===== src/include/adsh_cfg.svh =====
// constants for the converter sample/hold controller
`ifndef ADSH_CFG_SVH
`define ADSH_CFG_SVH
`define ADSH_RES_BITS 13
`define ADSH_NUM_BUF 20
`define ADSH_BUF_W 16
`define ADSH_CONV_CYC 15
`define ADSH_PROC_CYC 4
`define ADSH_MIN_DIV 8'h08
`define ADSH_SH0_BUF 5'h12
`define ADSH_SH1_BUF 5'h13
`define ADSH_SRC_TEMP_INT 5'h10
`define ADSH_SRC_TEMP_EXT 5'h11
`define ADSH_SRC_SUPPLY 5'h12
`define ADSH_SRC_REF_INT 5'h13
`define ADSH_SRC_REF_A 5'h14
`define ADSH_SRC_REF_B 5'h15
`define ADSH_GAIN_RST_A 16'h1200
`define ADSH_GAIN_RST_B 16'h0600
`define ADSH_GAIN_RST_C 16'h2400
`define ADSH_GAIN_RST_D 16'h4800
`endif


===== src/include/adsh_pkg.sv =====
// types for the converter sample/hold controller
`default_nettype none
package adsh_pkg;
  // per-channel settings
  typedef struct packed {
    logic diff;
    logic align_left;
    logic acq_ext;
    logic [1:0] ref_sel;
    logic ext_temp;
    logic [1:0] range;
  } adsh_chcfg_t;
  // hold channel control
  typedef struct packed {
    logic shared_trig;
    logic en1;
    logic en0;
  } adsh_hold_t;
  typedef enum logic [5:0] {
    ST_IDLE = 6'b000001,
    ST_ACQ = 6'b000010,
    ST_CONV = 6'b000100,
    ST_PROC = 6'b001000,
    ST_STORE = 6'b010000,
    ST_NEXT = 6'b100000
  } adsh_state_t;
endpackage
`default_nettype wire


===== src/design/adsh_ctrl.sv =====
// converter controller: sequencing, clock divide, averaging, buffers, flags
`include "adsh_cfg.svh"
`default_nettype none
// Behaviour
// - results are thirteen bits wide
// - sixteen single or eight differential inputs
// - internal sources selectable as channel codes
// - internal temperature code used only there
// - continuous repeats; single runs then shuts down
// - four ranges, each with trim gain
// - divided conversion clock, minimum divide eight
// - fifteen conversion clocks plus four core
// - convert twice, store average
// - acquisition extension lengthens sampling
// - per-channel settings held separately
// - twenty sixteen-bit result buffers
// - ready flag after programmed sample count
// - ready flag cleared by software or start
// - two hold channels enabled by bits
// - hold trigger captures, converts, stores reserved slot
// - shared trigger bit joins hold triggers
// - hold flags set on completion, software clear
module adsh_ctrl (
  input wire logic mclk, // 20 MHz core clock
  input wire logic resetn, // synchronous reset, active low
  input wire logic start, // pulse: begin a sequence
  input wire logic stop, // pulse: end continuous sequence
  input wire logic continuous, // 1 continuous, 0 single sequence
  input wire logic [4:0] first_ch, // first channel of the sequence
  input wire logic [4:0] last_ch, // last channel of the sequence
  input wire logic [7:0] clk_div, // conversion clock divide ratio
  input wire logic [7:0] acq_ext_cyc, // extra acquisition cycles
  input wire logic [4:0] ready_count, // samples before ready flag
  input wire logic cfg_we, // pulse: write channel settings
  input wire logic [4:0] cfg_idx, // channel whose settings are written
  input wire adsh_pkg::adsh_chcfg_t cfg_data, // channel settings value
  input wire logic [1:0] gain_sel, // which range trim to write
  input wire logic gain_we, // pulse: write range trim
  input wire logic [15:0] gain_data, // range trim value
  input wire adsh_pkg::adsh_hold_t hold_channel_control, // hold enables and sharing
  input wire logic [1:0] hold_trigger_pin, // hold triggers from pins
  input wire logic ready_clr, // pulse: clear conversion ready flag
  input wire logic [1:0] hold_ready_clr, // pulses: clear hold flags
  input wire logic [4:0] rd_idx, // result buffer to read
  input wire logic [12:0] core_data, // converter core raw result
  output logic [15:0] rd_data, // registered buffer read data
  output logic conversion_clock, // divided conversion clock out
  output logic [4:0] mux_sel, // mux source code
  output logic mux_diff, // mux differential pairing
  output logic [1:0] ref_sel, // reference selection to core
  output logic [15:0] gain_out, // trim of selected range
  output logic sampling, // core sampling phase
  output logic shutdown, // core power down
  output logic conversion_ready_flag, // sequence results ready
  output logic [1:0] hold_ready_flag // hold results ready
);
  // ========================================
  // state and storage
  adsh_pkg::adsh_state_t state;
  adsh_pkg::adsh_chcfg_t chcfg [0:`ADSH_NUM_BUF-1]; // per channel settings
  logic [15:0] buffer [0:`ADSH_NUM_BUF-1]; // result buffers
  logic [15:0] gain [0:3]; // range trims
  logic [7:0] div_cnt; // clock divider count
  logic conv_edge; // one core cycle per conversion clock rise
  logic [7:0] step_cnt; // phase counter
  logic pass; // second conversion of the pair
  logic [12:0] first_res; // first conversion held for averaging
  logic [15:0] result; // averaged, aligned result
  logic [4:0] cur_ch; // channel being converted
  logic [4:0] done_cnt; // samples completed
  logic hold_job; // current conversion serves a hold channel
  logic hold_which; // which hold channel
  logic run_seq; // sequence active
  logic [1:0] trig_s1, trig_s2, trig_s3; // trigger synchroniser and edge
  logic [1:0] hold_pend; // hold captures awaiting conversion
  logic [1:0] trig_rise;
  logic [7:0] eff_div;

  // clamp divide to the fastest allowed ratio
  function automatic logic [7:0] clamp_div(input logic [7:0] d);
    clamp_div = (d < `ADSH_MIN_DIV) ? `ADSH_MIN_DIV : d;
  endfunction

  // average two raw results and align them
  function automatic logic [15:0] avg_align(input logic [12:0] a, input logic [12:0] b,
                                            input logic left);
    logic [13:0] s;
    s = {1'b0, a} + {1'b0, b};
    avg_align = left ? {s[13:1], 3'b000} : {3'b000, s[13:1]};
  endfunction

  assign eff_div = clamp_div(clk_div);

  // ========================================
  // conversion clock divider, free running
  always_ff @(posedge mclk) begin
    if (!resetn) begin
      div_cnt <= 8'h00;
      conversion_clock <= 1'b0;
      conv_edge <= 1'b0;
    end else if (div_cnt >= eff_div - 8'h01) begin
      div_cnt <= 8'h00;
      conversion_clock <= 1'b1;
      conv_edge <= 1'b1;
    end else begin
      div_cnt <= div_cnt + 8'h01;
      conv_edge <= 1'b0;
      // half duty for even divides (odd ones run one cycle longer low) so the core sees a clean clock
      if (div_cnt == {1'b0, eff_div[7:1]} - 8'h01) conversion_clock <= 1'b0;
    end
  end

  // ========================================
  // trigger synchroniser; stage one only feeds stage two
  always_ff @(posedge mclk) begin
    if (!resetn) begin
      trig_s1 <= 2'b00;
      trig_s2 <= 2'b00;
      trig_s3 <= 2'b00;
    end else begin
      trig_s1 <= hold_trigger_pin;
      trig_s2 <= trig_s1;
      trig_s3 <= trig_s2;
    end
  end

  // shared mode lets trigger zero fire both holds
  always_comb begin
    trig_rise = trig_s2 & ~trig_s3;
    if (hold_channel_control.shared_trig) trig_rise = {2{trig_rise[0]}};
  end

  // ========================================
  // settings storage
  always_ff @(posedge mclk) begin
    if (!resetn) begin
      for (int i = 0; i < `ADSH_NUM_BUF; i++) chcfg[i] <= '0;
    end else if (cfg_we && cfg_idx < 5'(`ADSH_NUM_BUF)) begin
      chcfg[cfg_idx] <= cfg_data;
    end
  end

  // trims reset to the nominal full scales
  always_ff @(posedge mclk) begin
    if (!resetn) begin
      gain[0] <= `ADSH_GAIN_RST_A;
      gain[1] <= `ADSH_GAIN_RST_B;
      gain[2] <= `ADSH_GAIN_RST_C;
      gain[3] <= `ADSH_GAIN_RST_D;
    end else if (gain_we) begin
      gain[gain_sel] <= gain_data;
    end
  end

  // ========================================
  // main sequencer
  always_ff @(posedge mclk) begin
    if (!resetn) begin
      state <= adsh_pkg::ST_IDLE;
      step_cnt <= 8'h00;
      pass <= 1'b0;
      first_res <= 13'h0000;
      cur_ch <= 5'h00;
      hold_job <= 1'b0;
      hold_which <= 1'b0;
      run_seq <= 1'b0;
      hold_pend <= 2'b00;
      done_cnt <= 5'h00;
      result <= 16'h0000;
    end else begin
      // captures arriving now are kept, except one for the hold already being converted, which its store clears
      hold_pend <= hold_pend | (trig_rise & {hold_channel_control.en1,
                                              hold_channel_control.en0});
      if (stop) run_seq <= 1'b0;
      case (state)
        adsh_pkg::ST_IDLE: begin
          // hold captures take priority over the sequence
          if (hold_pend != 2'b00) begin
            hold_job <= 1'b1;
            hold_which <= !hold_pend[0];
            cur_ch <= hold_pend[0] ? `ADSH_SH0_BUF : `ADSH_SH1_BUF;
            state <= adsh_pkg::ST_ACQ;
            step_cnt <= 8'h00;
            pass <= 1'b0;
          end else if (start || run_seq) begin
            if (start) begin
              run_seq <= 1'b1;
              cur_ch <= first_ch;
              done_cnt <= 5'h00;
            end
            hold_job <= 1'b0;
            state <= adsh_pkg::ST_ACQ;
            step_cnt <= 8'h00;
            pass <= 1'b0;
          end
        end
        adsh_pkg::ST_ACQ: begin
          // extension only when the channel asks for it
          if (!chcfg[cur_ch].acq_ext || step_cnt >= acq_ext_cyc) begin
            state <= adsh_pkg::ST_CONV;
            step_cnt <= 8'h00;
          end else begin
            step_cnt <= step_cnt + 8'h01;
          end
        end
        adsh_pkg::ST_CONV: begin
          if (conv_edge) begin
            if (step_cnt == 8'(`ADSH_CONV_CYC - 1)) begin
              step_cnt <= 8'h00;
              state <= adsh_pkg::ST_PROC;
            end else begin
              step_cnt <= step_cnt + 8'h01;
            end
          end
        end
        adsh_pkg::ST_PROC: begin
          if (step_cnt == 8'(`ADSH_PROC_CYC - 1)) begin
            step_cnt <= 8'h00;
            if (!pass) begin
              first_res <= core_data;
              pass <= 1'b1;
              state <= adsh_pkg::ST_CONV;
            end else begin
              result <= avg_align(first_res, core_data, chcfg[cur_ch].align_left);
              state <= adsh_pkg::ST_STORE;
            end
          end else begin
            step_cnt <= step_cnt + 8'h01;
          end
        end
        adsh_pkg::ST_STORE: begin
          state <= adsh_pkg::ST_NEXT;
          // a capture landing in the store cycle stays pending: set beats clear
          if (hold_job) hold_pend[hold_which] <= trig_rise[hold_which] &&
              (hold_which ? hold_channel_control.en1 : hold_channel_control.en0);
          else done_cnt <= done_cnt + 5'h01;
        end
        adsh_pkg::ST_NEXT: begin
          state <= adsh_pkg::ST_IDLE;
          if (!hold_job) begin
            if (cur_ch == last_ch) begin
              cur_ch <= first_ch;
              if (!continuous) run_seq <= 1'b0;
            end else begin
              cur_ch <= cur_ch + 5'h01;
            end
          end
        end
        default: state <= adsh_pkg::ST_IDLE;
      endcase
    end
  end

  // ========================================
  // result buffers written in store, flags follow one cycle later
  always_ff @(posedge mclk) begin
    if (!resetn) begin
      for (int i = 0; i < `ADSH_NUM_BUF; i++) buffer[i] <= 16'h0000;
    end else if (state == adsh_pkg::ST_STORE && cur_ch < 5'(`ADSH_NUM_BUF)) begin
      buffer[cur_ch] <= result;
    end
  end

  always_ff @(posedge mclk) begin
    if (!resetn) rd_data <= 16'h0000;
    else if (rd_idx < 5'(`ADSH_NUM_BUF)) rd_data <= buffer[rd_idx];
    else rd_data <= 16'h0000;
  end

  // ========================================
  // ready flags: set beats clear
  always_ff @(posedge mclk) begin
    if (!resetn) begin
      conversion_ready_flag <= 1'b0;
    end else if (state == adsh_pkg::ST_NEXT && !hold_job && done_cnt >= ready_count) begin
      conversion_ready_flag <= 1'b1;
    end else if (ready_clr || (state == adsh_pkg::ST_IDLE && start)) begin
      conversion_ready_flag <= 1'b0;
    end
  end

  always_ff @(posedge mclk) begin
    if (!resetn) begin
      hold_ready_flag <= 2'b00;
    end else begin
      for (int i = 0; i < 2; i++) begin
        if (state == adsh_pkg::ST_NEXT && hold_job && hold_which == 1'(i))
          hold_ready_flag[i] <= 1'b1;
        else if (hold_ready_clr[i])
          hold_ready_flag[i] <= 1'b0;
      end
    end
  end

  // ========================================
  // core-facing outputs, all registered
  always_ff @(posedge mclk) begin
    if (!resetn) begin
      mux_sel <= 5'h00;
      mux_diff <= 1'b0;
      ref_sel <= 2'b00;
      gain_out <= `ADSH_GAIN_RST_A;
      sampling <= 1'b0;
      shutdown <= 1'b1;
    end else begin
      // codes 0..15 inputs, 16.. internal sources; temp code only for die temp
      mux_sel <= cur_ch;
      mux_diff <= chcfg[cur_ch].diff;
      ref_sel <= chcfg[cur_ch].ref_sel;
      gain_out <= gain[chcfg[cur_ch].range];
      sampling <= (state == adsh_pkg::ST_ACQ);
      shutdown <= (state == adsh_pkg::ST_IDLE) && !run_seq && (hold_pend == 2'b00);
    end
  end
endmodule // adsh_ctrl
`default_nettype wire


===== config.mk =====
export PLATFORM = sky130hd
export DESIGN_NAME = adsh_ctrl
export DESIGN_NICKNAME = d
export VERILOG_FILES = /design/src/include/adsh_pkg.sv /design/src/design/adsh_ctrl.sv
export VERILOG_INCLUDE_DIRS = /design/src /design/src/include
export SDC_FILE = /design/constraint.sdc
export NUM_CORES = 1
export LEC_CHECK = 0
export BUFFER_PORTS_ARGS = -buffer_cell sky130_fd_sc_hd__buf_2
export CAP_MARGIN = 20
export CORE_MARGIN = 3
export CORE_UTILIZATION = 60
export CTS_CLUSTER_DIAMETER = 50
export DETAILED_ROUTE_END_ITERATION = 16
export HOLD_SLACK_MARGIN = 0.05
export PLACE_DENSITY = 0.78
export SLEW_MARGIN = 5
export SYNTH_ARGS = -nofsm -noshare
export SYNTH_HDL_FRONTEND = slang
export SYNTH_SLANG_ARGS = --single-unit

===== constraint.sdc =====
create_clock -name mclk -period 3.45 [get_ports mclk]
set_input_delay 0.1725 -clock mclk [delete_from_list [all_inputs] [get_ports mclk]]
set_output_delay 0.1725 -clock mclk [all_outputs]
set_load 0.02 [all_outputs]

==> results of run 1 <==
-- stage by stage --
| step | instances | utilization (%) | hold slack, ns | power (mW) |
|---|---|---|---|---|
| 3_3_place_gp | 3291 | 65.02 | 0.3864 | 13.81 |
| 5_1_grt | 3483 | 70.68 | 0.08803 | 23.06 |
| 6_report | 3484 | 70.69 | 0.06972 | 22.32 |
| 3_5_place_dp | 3291 | 65.02 | 0.3900 | 13.91 |
| 4_1_cts | 3482 | 70.68 | 0.05095 | 22.42 |
| 2_1_floorplan | 2487 | - | 0.2714 | 12.85 |
-- registers in the layout (all words and copies together), names as in the netlist, 5 cells and up, named ones only --
name,count
result,16
cur_ch,5
div_cnt,8
chcfg,224
state,6
mux_sel,5
buffer,324
rd_data,16
first_res,13
done_cnt,5
gain,64
gain_out,16
step_cnt,8
-- Yosys cell counts, types with 3 or more instances --
master,instances
mux4_1,4
nand3b_1,8
ha_1,44
and3_1,90
or3_1,7
xnor2_1,18
mux2_2,4
o21ai_0,59
o31ai_1,10
o211ai_1,4
mux2i_1,92
edfxtp_1,612
nor3b_1,10
or2_2,6
a21o_1,12
xor2_1,18
a211oi_1,10
and2_1,451
nand2_1,85
nor3_1,23
buf_2,18
nor2_1,130
a2111oi_0,4
nor4_1,5
buf_1,9
o22ai_1,16
o22a_1,17
nand4_1,6
o21a_1,3
a31oi_1,6
o221ai_1,5
nand3_1,33
mux4_2,137
o21ai_1,7
clkbuf_1,130
nand2b_1,32
dfxtp_1,125
a21oi_1,50
buf_6,8
inv_1,34
nor2b_1,12
-- power groups by stage --
stage / sequential [mW] / combinational (mW) / clock, mW
after global placement: 10.7 / 3.14 / 0
final: 10.5 / 3.27 / 8.52
after CTS: 10.5 / 3.26 / 8.64
after global routing: 10.6 / 3.49 / 8.99
after floorplan: 10.7 / 2.17 / 0
after detailed placement: 10.7 / 3.20 / 0
-- worst max-delay path by stage --
stage	cells past startpoint	slack, ns	endpoint	from
floorplan	6	0.38	buffer[2][0]	state[5]
global placement	14	0.29	div_cnt[3]	clk_div[6]
detailed placement	14	0.27	div_cnt[4]	clk_div[6]
CTS	8	0.61	gain_out[9]	register
global route	9	0.35	buffer[12][13]	state[0]
finish	7	0.62	state[2]	register
-- kinds of logic (layout without fill, tap and decap cells) --
kind of cell / count (synthesis) / in the layout / share of synthesized area [%]
simple gates: 913 / 913 / 15.43
flops: 737 / 737 / 62.41
mux: 237 / 237 / 12.42
compound gates: 226 / 226 / 4.421
buf+inv: 205 / 461 / 2.652
fa+ha+maj: 45 / 45 / 1.705
xor+xnor: 36 / 36 / 0.9425
other cells: 1 / 90 / 0.01121
-- worst register-to-register path, stage by stage (launching register included) --
cell      delay [ns]
dfxtp_2         0.51
buf_4           0.40
mux4_2          0.30
mux2i_1         0.12
mux4_2          0.60
a211oi_4        0.41
nor2_1          0.12
o221a_1         0.25
-- cell type report --
class                      count  area, µm²  share of cell area [%]
sequential                   737      20890                   54.26
multi-input combinational   1545      12020                   31.22
clock buffer                 105       2190                   5.689
timing repair buffer         281       1912                   4.967
tap                          739      924.6                   2.402
clock inverter                39      422.9                   1.099
inverter                      36      135.1                  0.3511
antenna                        2      5.005                 0.01300
-- routing by layer --
layer	track usage, %	up-vias	wire length [µm]
met5	0	-	0
met4	9.919	0	2793
met3	4.649	183	5484
met2	46.41	797	40180
met1	33.81	10230	29590
li1	-	9342	-
==> results_dict.tcl, run 1 <==
set metrics [dict create \
    status "finished clean" \
    drcViolationCount 0 \
    clock-sinks 737 \
    setup_viol 0 \
    htreeDepth 3 \
    syn_inst 2400 \
    fillers 3601 \
    num_io_pins 141 \
    arrival_ns 3.33 \
    synth-seq-area-share_pct 62.41 \
    power_switching_mw 5.677 \
    place_ws_ns 0.2688 \
    ant_nets 0 \
    mostFrequentLayoutCells "edfxtp_1 (612), and2_1 (451), mux4_2 (137), buf_2 (136), nor2_1 (129)" \
    port_buffers 139 \
    hold_violations 0 \
    grt_pass1_vias 21340 \
    cts_root_buf "clkbuf_16" \
    routed_wl_mm 78.05 \
    ys_types 78 \
    r2r_cells 7 \
    track_usage_pct 26.70 \
    start_util_pct 61.44 \
    clk_path_buf_depth 3 \
    cts_made_buffers 78 \
    crit_fanout 21 \
    cts_post_setup_buffers_inserted 0 \
    clkTransAtPathRegs_ns 0.06 \
    rows 85 \
    fin_skew_ns 0.02121 \
    maxSlewViolCount 0 \
    viasPerCell 5.898 \
    p_int_mw 16.64 \
    final_layout_size_suffix_gt1_share_pct 18.81 \
    p_seq_share_pct 47.2 \
    path_buf_inv 1 \
    grt_max_degree 68 \
    cts_hold_buf 47 \
    start_kind "register" \
    cts_tree "done" \
    p_per_area_nw_per_um2 579.8 \
    synthToLayoutAreaGrowth_pct 15.05 \
    hpwlAfterDp_mm 49.85 \
    hold_path_depth 1 \
    antenna_found_initial 3 \
    final_common_cell "edfxtp_1" \
    dr.pass1.iters 5 \
    period_minus_slack_ns 2.834 \
    synth_top_area_share_pct 54.93 \
    crit_slowest_cell "mux4_2" \
    setup_ws_ns 0.6161 \
    grt_overflow_total 0 \
    synth_ff_type "edfxtp_1" \
    die_w_um 242.1 \
    hold_start "cfg_data[7]" \
    core-area_um2 54450 \
    die_h_um 242.1 \
    rsz0062_at_grt "false" \
    tightest_slew_ns 1.010 \
    nets 2819 \
    max_cap_viol_count 0 \
    gp_congestion 0.8568 \
    synth_seq_cells 737 \
    synth_area_leaders "edfxtp_1 (55%), mux4_2 (9.2%), and2_1 (8.4%), dfxtp_1 (7.5%), mux2i_1 (2.8%)" \
    cp.required_ns 3.94 \
    vdd_drop_max_v 0.0005525 \
    cp_top_family "multiplexers" \
    die_area_um2 58630 \
    synth_warnings 0 \
    crit_type "register to register" \
    placed_area_um2 35400 \
    r2r_slack_ns 0.62 \
    switching_share_pct 25.44 \
    synth.avg_cell_area_um2 13.94 \
    vias 20550 \
    cts_resized 0 \
    setup_tns_ns 0 \
    crit_chain "buf_4 -> mux4_2 -> mux2i_1 -> mux4_2 -> a211oi_4 -> nor2_1 -> o221a_1" \
    r2r_end "state[2]" \
    yosys.area.top_type "edfxtp_1" \
    synth-edff-count 612 \
    max_stage_delay_ns 0.60 \
    max_freq_mhz 352.9 \
    drtIter0Drc 1760 \
    power_frac_comb_pct 14.7 \
    p_leak_nw 14.79 \
    hp-class "primary input to register" \
    crit_top_cell "mux4_2" \
    ys_async_sr_fraction_pct 0 \
    worstHoldEndpoint "chcfg[24][7]" \
    cp-end-kind "register" \
    power.share.clock_pct 38.2 \
    grt_pass1_wl_mm 120.9 \
    clk_latency_ns 0.62 \
    slew_headroom_pct 32.56 \
    fin_crit_sh_pct 82.14 \
    final_design_area_no_fill_um2 38490 \
    drt-wirelength-per-cell_um 22.40 \
    syn_area_um2 33450 \
]
Note: power is estimated with default switching activity, not from simulation.
==> run 2: changes to the inputs <==
==> constraint.sdc (replaced) <==
create_clock -name mclk -period 2.9 [get_ports mclk]
set_input_delay 0.145 -clock mclk [delete_from_list [all_inputs] [get_ports mclk]]
set_output_delay 0.145 -clock mclk [all_outputs]
set_load 0.02 [all_outputs]
==> results_dict.tcl, run 2 (synthesis gave the netlist of run 1 again) <==
set metrics [dict create \
    tightest_slew_ns 1.017 \
    power.share.clock_pct 37.4 \
    nets 2842 \
    cts_root_buf "clkbuf_16" \
    clock-sinks 737 \
    period_minus_slack_ns 2.721 \
    antenna_found_initial 2 \
    largest_reg_flops 324 \
    grt_overflow_total 0 \
    viasPerCell 5.900 \
    switching_share_pct 25.67 \
    ant_nets 0 \
    synthToLayoutAreaGrowth_pct 15.65 \
    vias 20700 \
    crit_type "register to register" \
    max_cap_viol_count 0 \
    dr.pass1.iters 5 \
    p_seq_share_pct 47.3 \
    setup_ws_ns 0.1788 \
    clk_latency_ns 0.62 \
    mostFrequentLayoutCells "edfxtp_1 (612), and2_1 (451), mux4_2 (137), buf_2 (137), nor2_1 (129)" \
    cts_tree "done" \
    drtIter0Drc 1589 \
    hpwlAfterDp_mm 50.68 \
    start_util_pct 61.44 \
    port_buffers 139 \
    clkTransAtPathRegs_ns 0.06 \
    crit_fanout 8 \
    rsz0062_at_grt "false" \
    fin_crit_sh_pct 93.84 \
    vdd_drop_max_v 0.0006478 \
    p_leak_nw 14.91 \
    status "finished clean" \
    arrival_ns 3.28 \
    cts_made_buffers 79 \
    grt_max_degree 61 \
    fin_skew_ns 0.03031 \
    die_w_um 242.1 \
    cp-end-kind "register" \
    placed_area_um2 35570 \
    hp-class "primary input to register" \
    top_regs "buffer: 324 flops, chcfg: 224 flops, gain: 64 flops" \
    track_usage_pct 27.20 \
    place_ws_ns -0.06734 \
    rows 85 \
    clk_path_buf_depth 3 \
    slew_headroom_pct 31.45 \
    start_kind "register" \
    cts_post_setup_buffers_inserted 0 \
    max_freq_mhz 367.5 \
    power_frac_comb_pct 15.3 \
    final_layout_size_suffix_gt1_share_pct 19.26 \
    final_common_cell "edfxtp_1" \
    setup_viol 0 \
    final_core_util_pct 71.05 \
    p_int_mw 19.63 \
    htreeDepth 3 \
    cp.required_ns 3.46 \
    final_cells 3508 \
    power_switching_mw 6.779 \
    drt-wirelength-per-cell_um 22.58 \
    maxSlewViolCount 0 \
    regMostFlops "buffer" \
    p_per_area_nw_per_um2 682.7 \
    gp_congestion 0.8630 \
    routed_wl_mm 79.23 \
    drcViolationCount 0 \
    core-area_um2 54450 \
    hold_violations 0 \
    placed_cells 3305 \
    grt_pass1_wl_mm 122.6 \
    die_h_um 242.1 \
    die_area_um2 58630 \
    final_design_area_no_fill_um2 38690 \
    num_io_pins 141 \
    grt_pass1_vias 21400 \
]
## run 2: power groups by stage
stage	clock network, mW	logic, mW	registers [mW]
3_5_place_dp	0	3.92	12.7
3_3_place_gp	0	3.83	12.7
2_1_floorplan	0	2.58	12.7
5_1_grt	10.5	4.30	12.6
6_report	9.89	4.03	12.5
4_1_cts	10.0	4.01	12.5
## run 2: worst paths after layout
path | from | end | slack [ns] | cells after the start
max | state[4] | run_seq | 0.18 | 8
min | gain_sel[0] | gain[0][12] | 0.08 | 4
max reg2reg | state[4] | run_seq | 0.18 | 8
min reg2reg | trig_s1[0] | trig_s2[0] | 0.44 | 1
## run 2: cell type report
type	instances	area, µm²
multi-input combinational	1545	12020
fill	3583	15760
antenna	2	5.005
clock buffer	117	2341
inverter	36	135.1
tap	739	924.6
clock inverter	29	231.5
timing repair buffer	303	2152
sequential	737	20890
## run 2: stage by stage
stage | hold WS, ns | setup TNS (ns) | total power [mW]
final | 0.08378 | 0 | 26.41
after global routing | 0.08800 | 0 | 27.33
after CTS | 0.05073 | 0 | 26.53
after detailed placement | 0.3594 | -0.4909 | 16.63
after global placement | 0.3573 | -0.3127 | 16.50
after floorplan | 0.2439 | -10.58 | 15.29
## run 2: routing by layer
metal	GRT usage (%)	wire length, µm	vias up
met5	0	0	-
met4	11.24	3037	0
met3	3.608	5015	195
met2	47.83	41040	820
met1	34.24	30140	10310
li1	-	-	9375
## run 2: worst max-delay path, stage by stage (launching register included)
cell and delay [ns]:
dfxtp_1 0.39, nor2_1 0.19, and4b_1 0.40, nand3_1 0.22
o21ai_0 0.12, dlygate4sd3_1 0.57, nand2_1 0.05, a31oi_1 0.16
dlygate4sd3_1 0.57
## run 2: repair_timing
| item | CTS | global route |
|---|---|---|
| hold endpoints to repair | 153 | 0 |
| hold buffers | 53 | 0 |
| resized for setup | 0 | 1 |
| setup endpoints to repair | 0 | 11 |
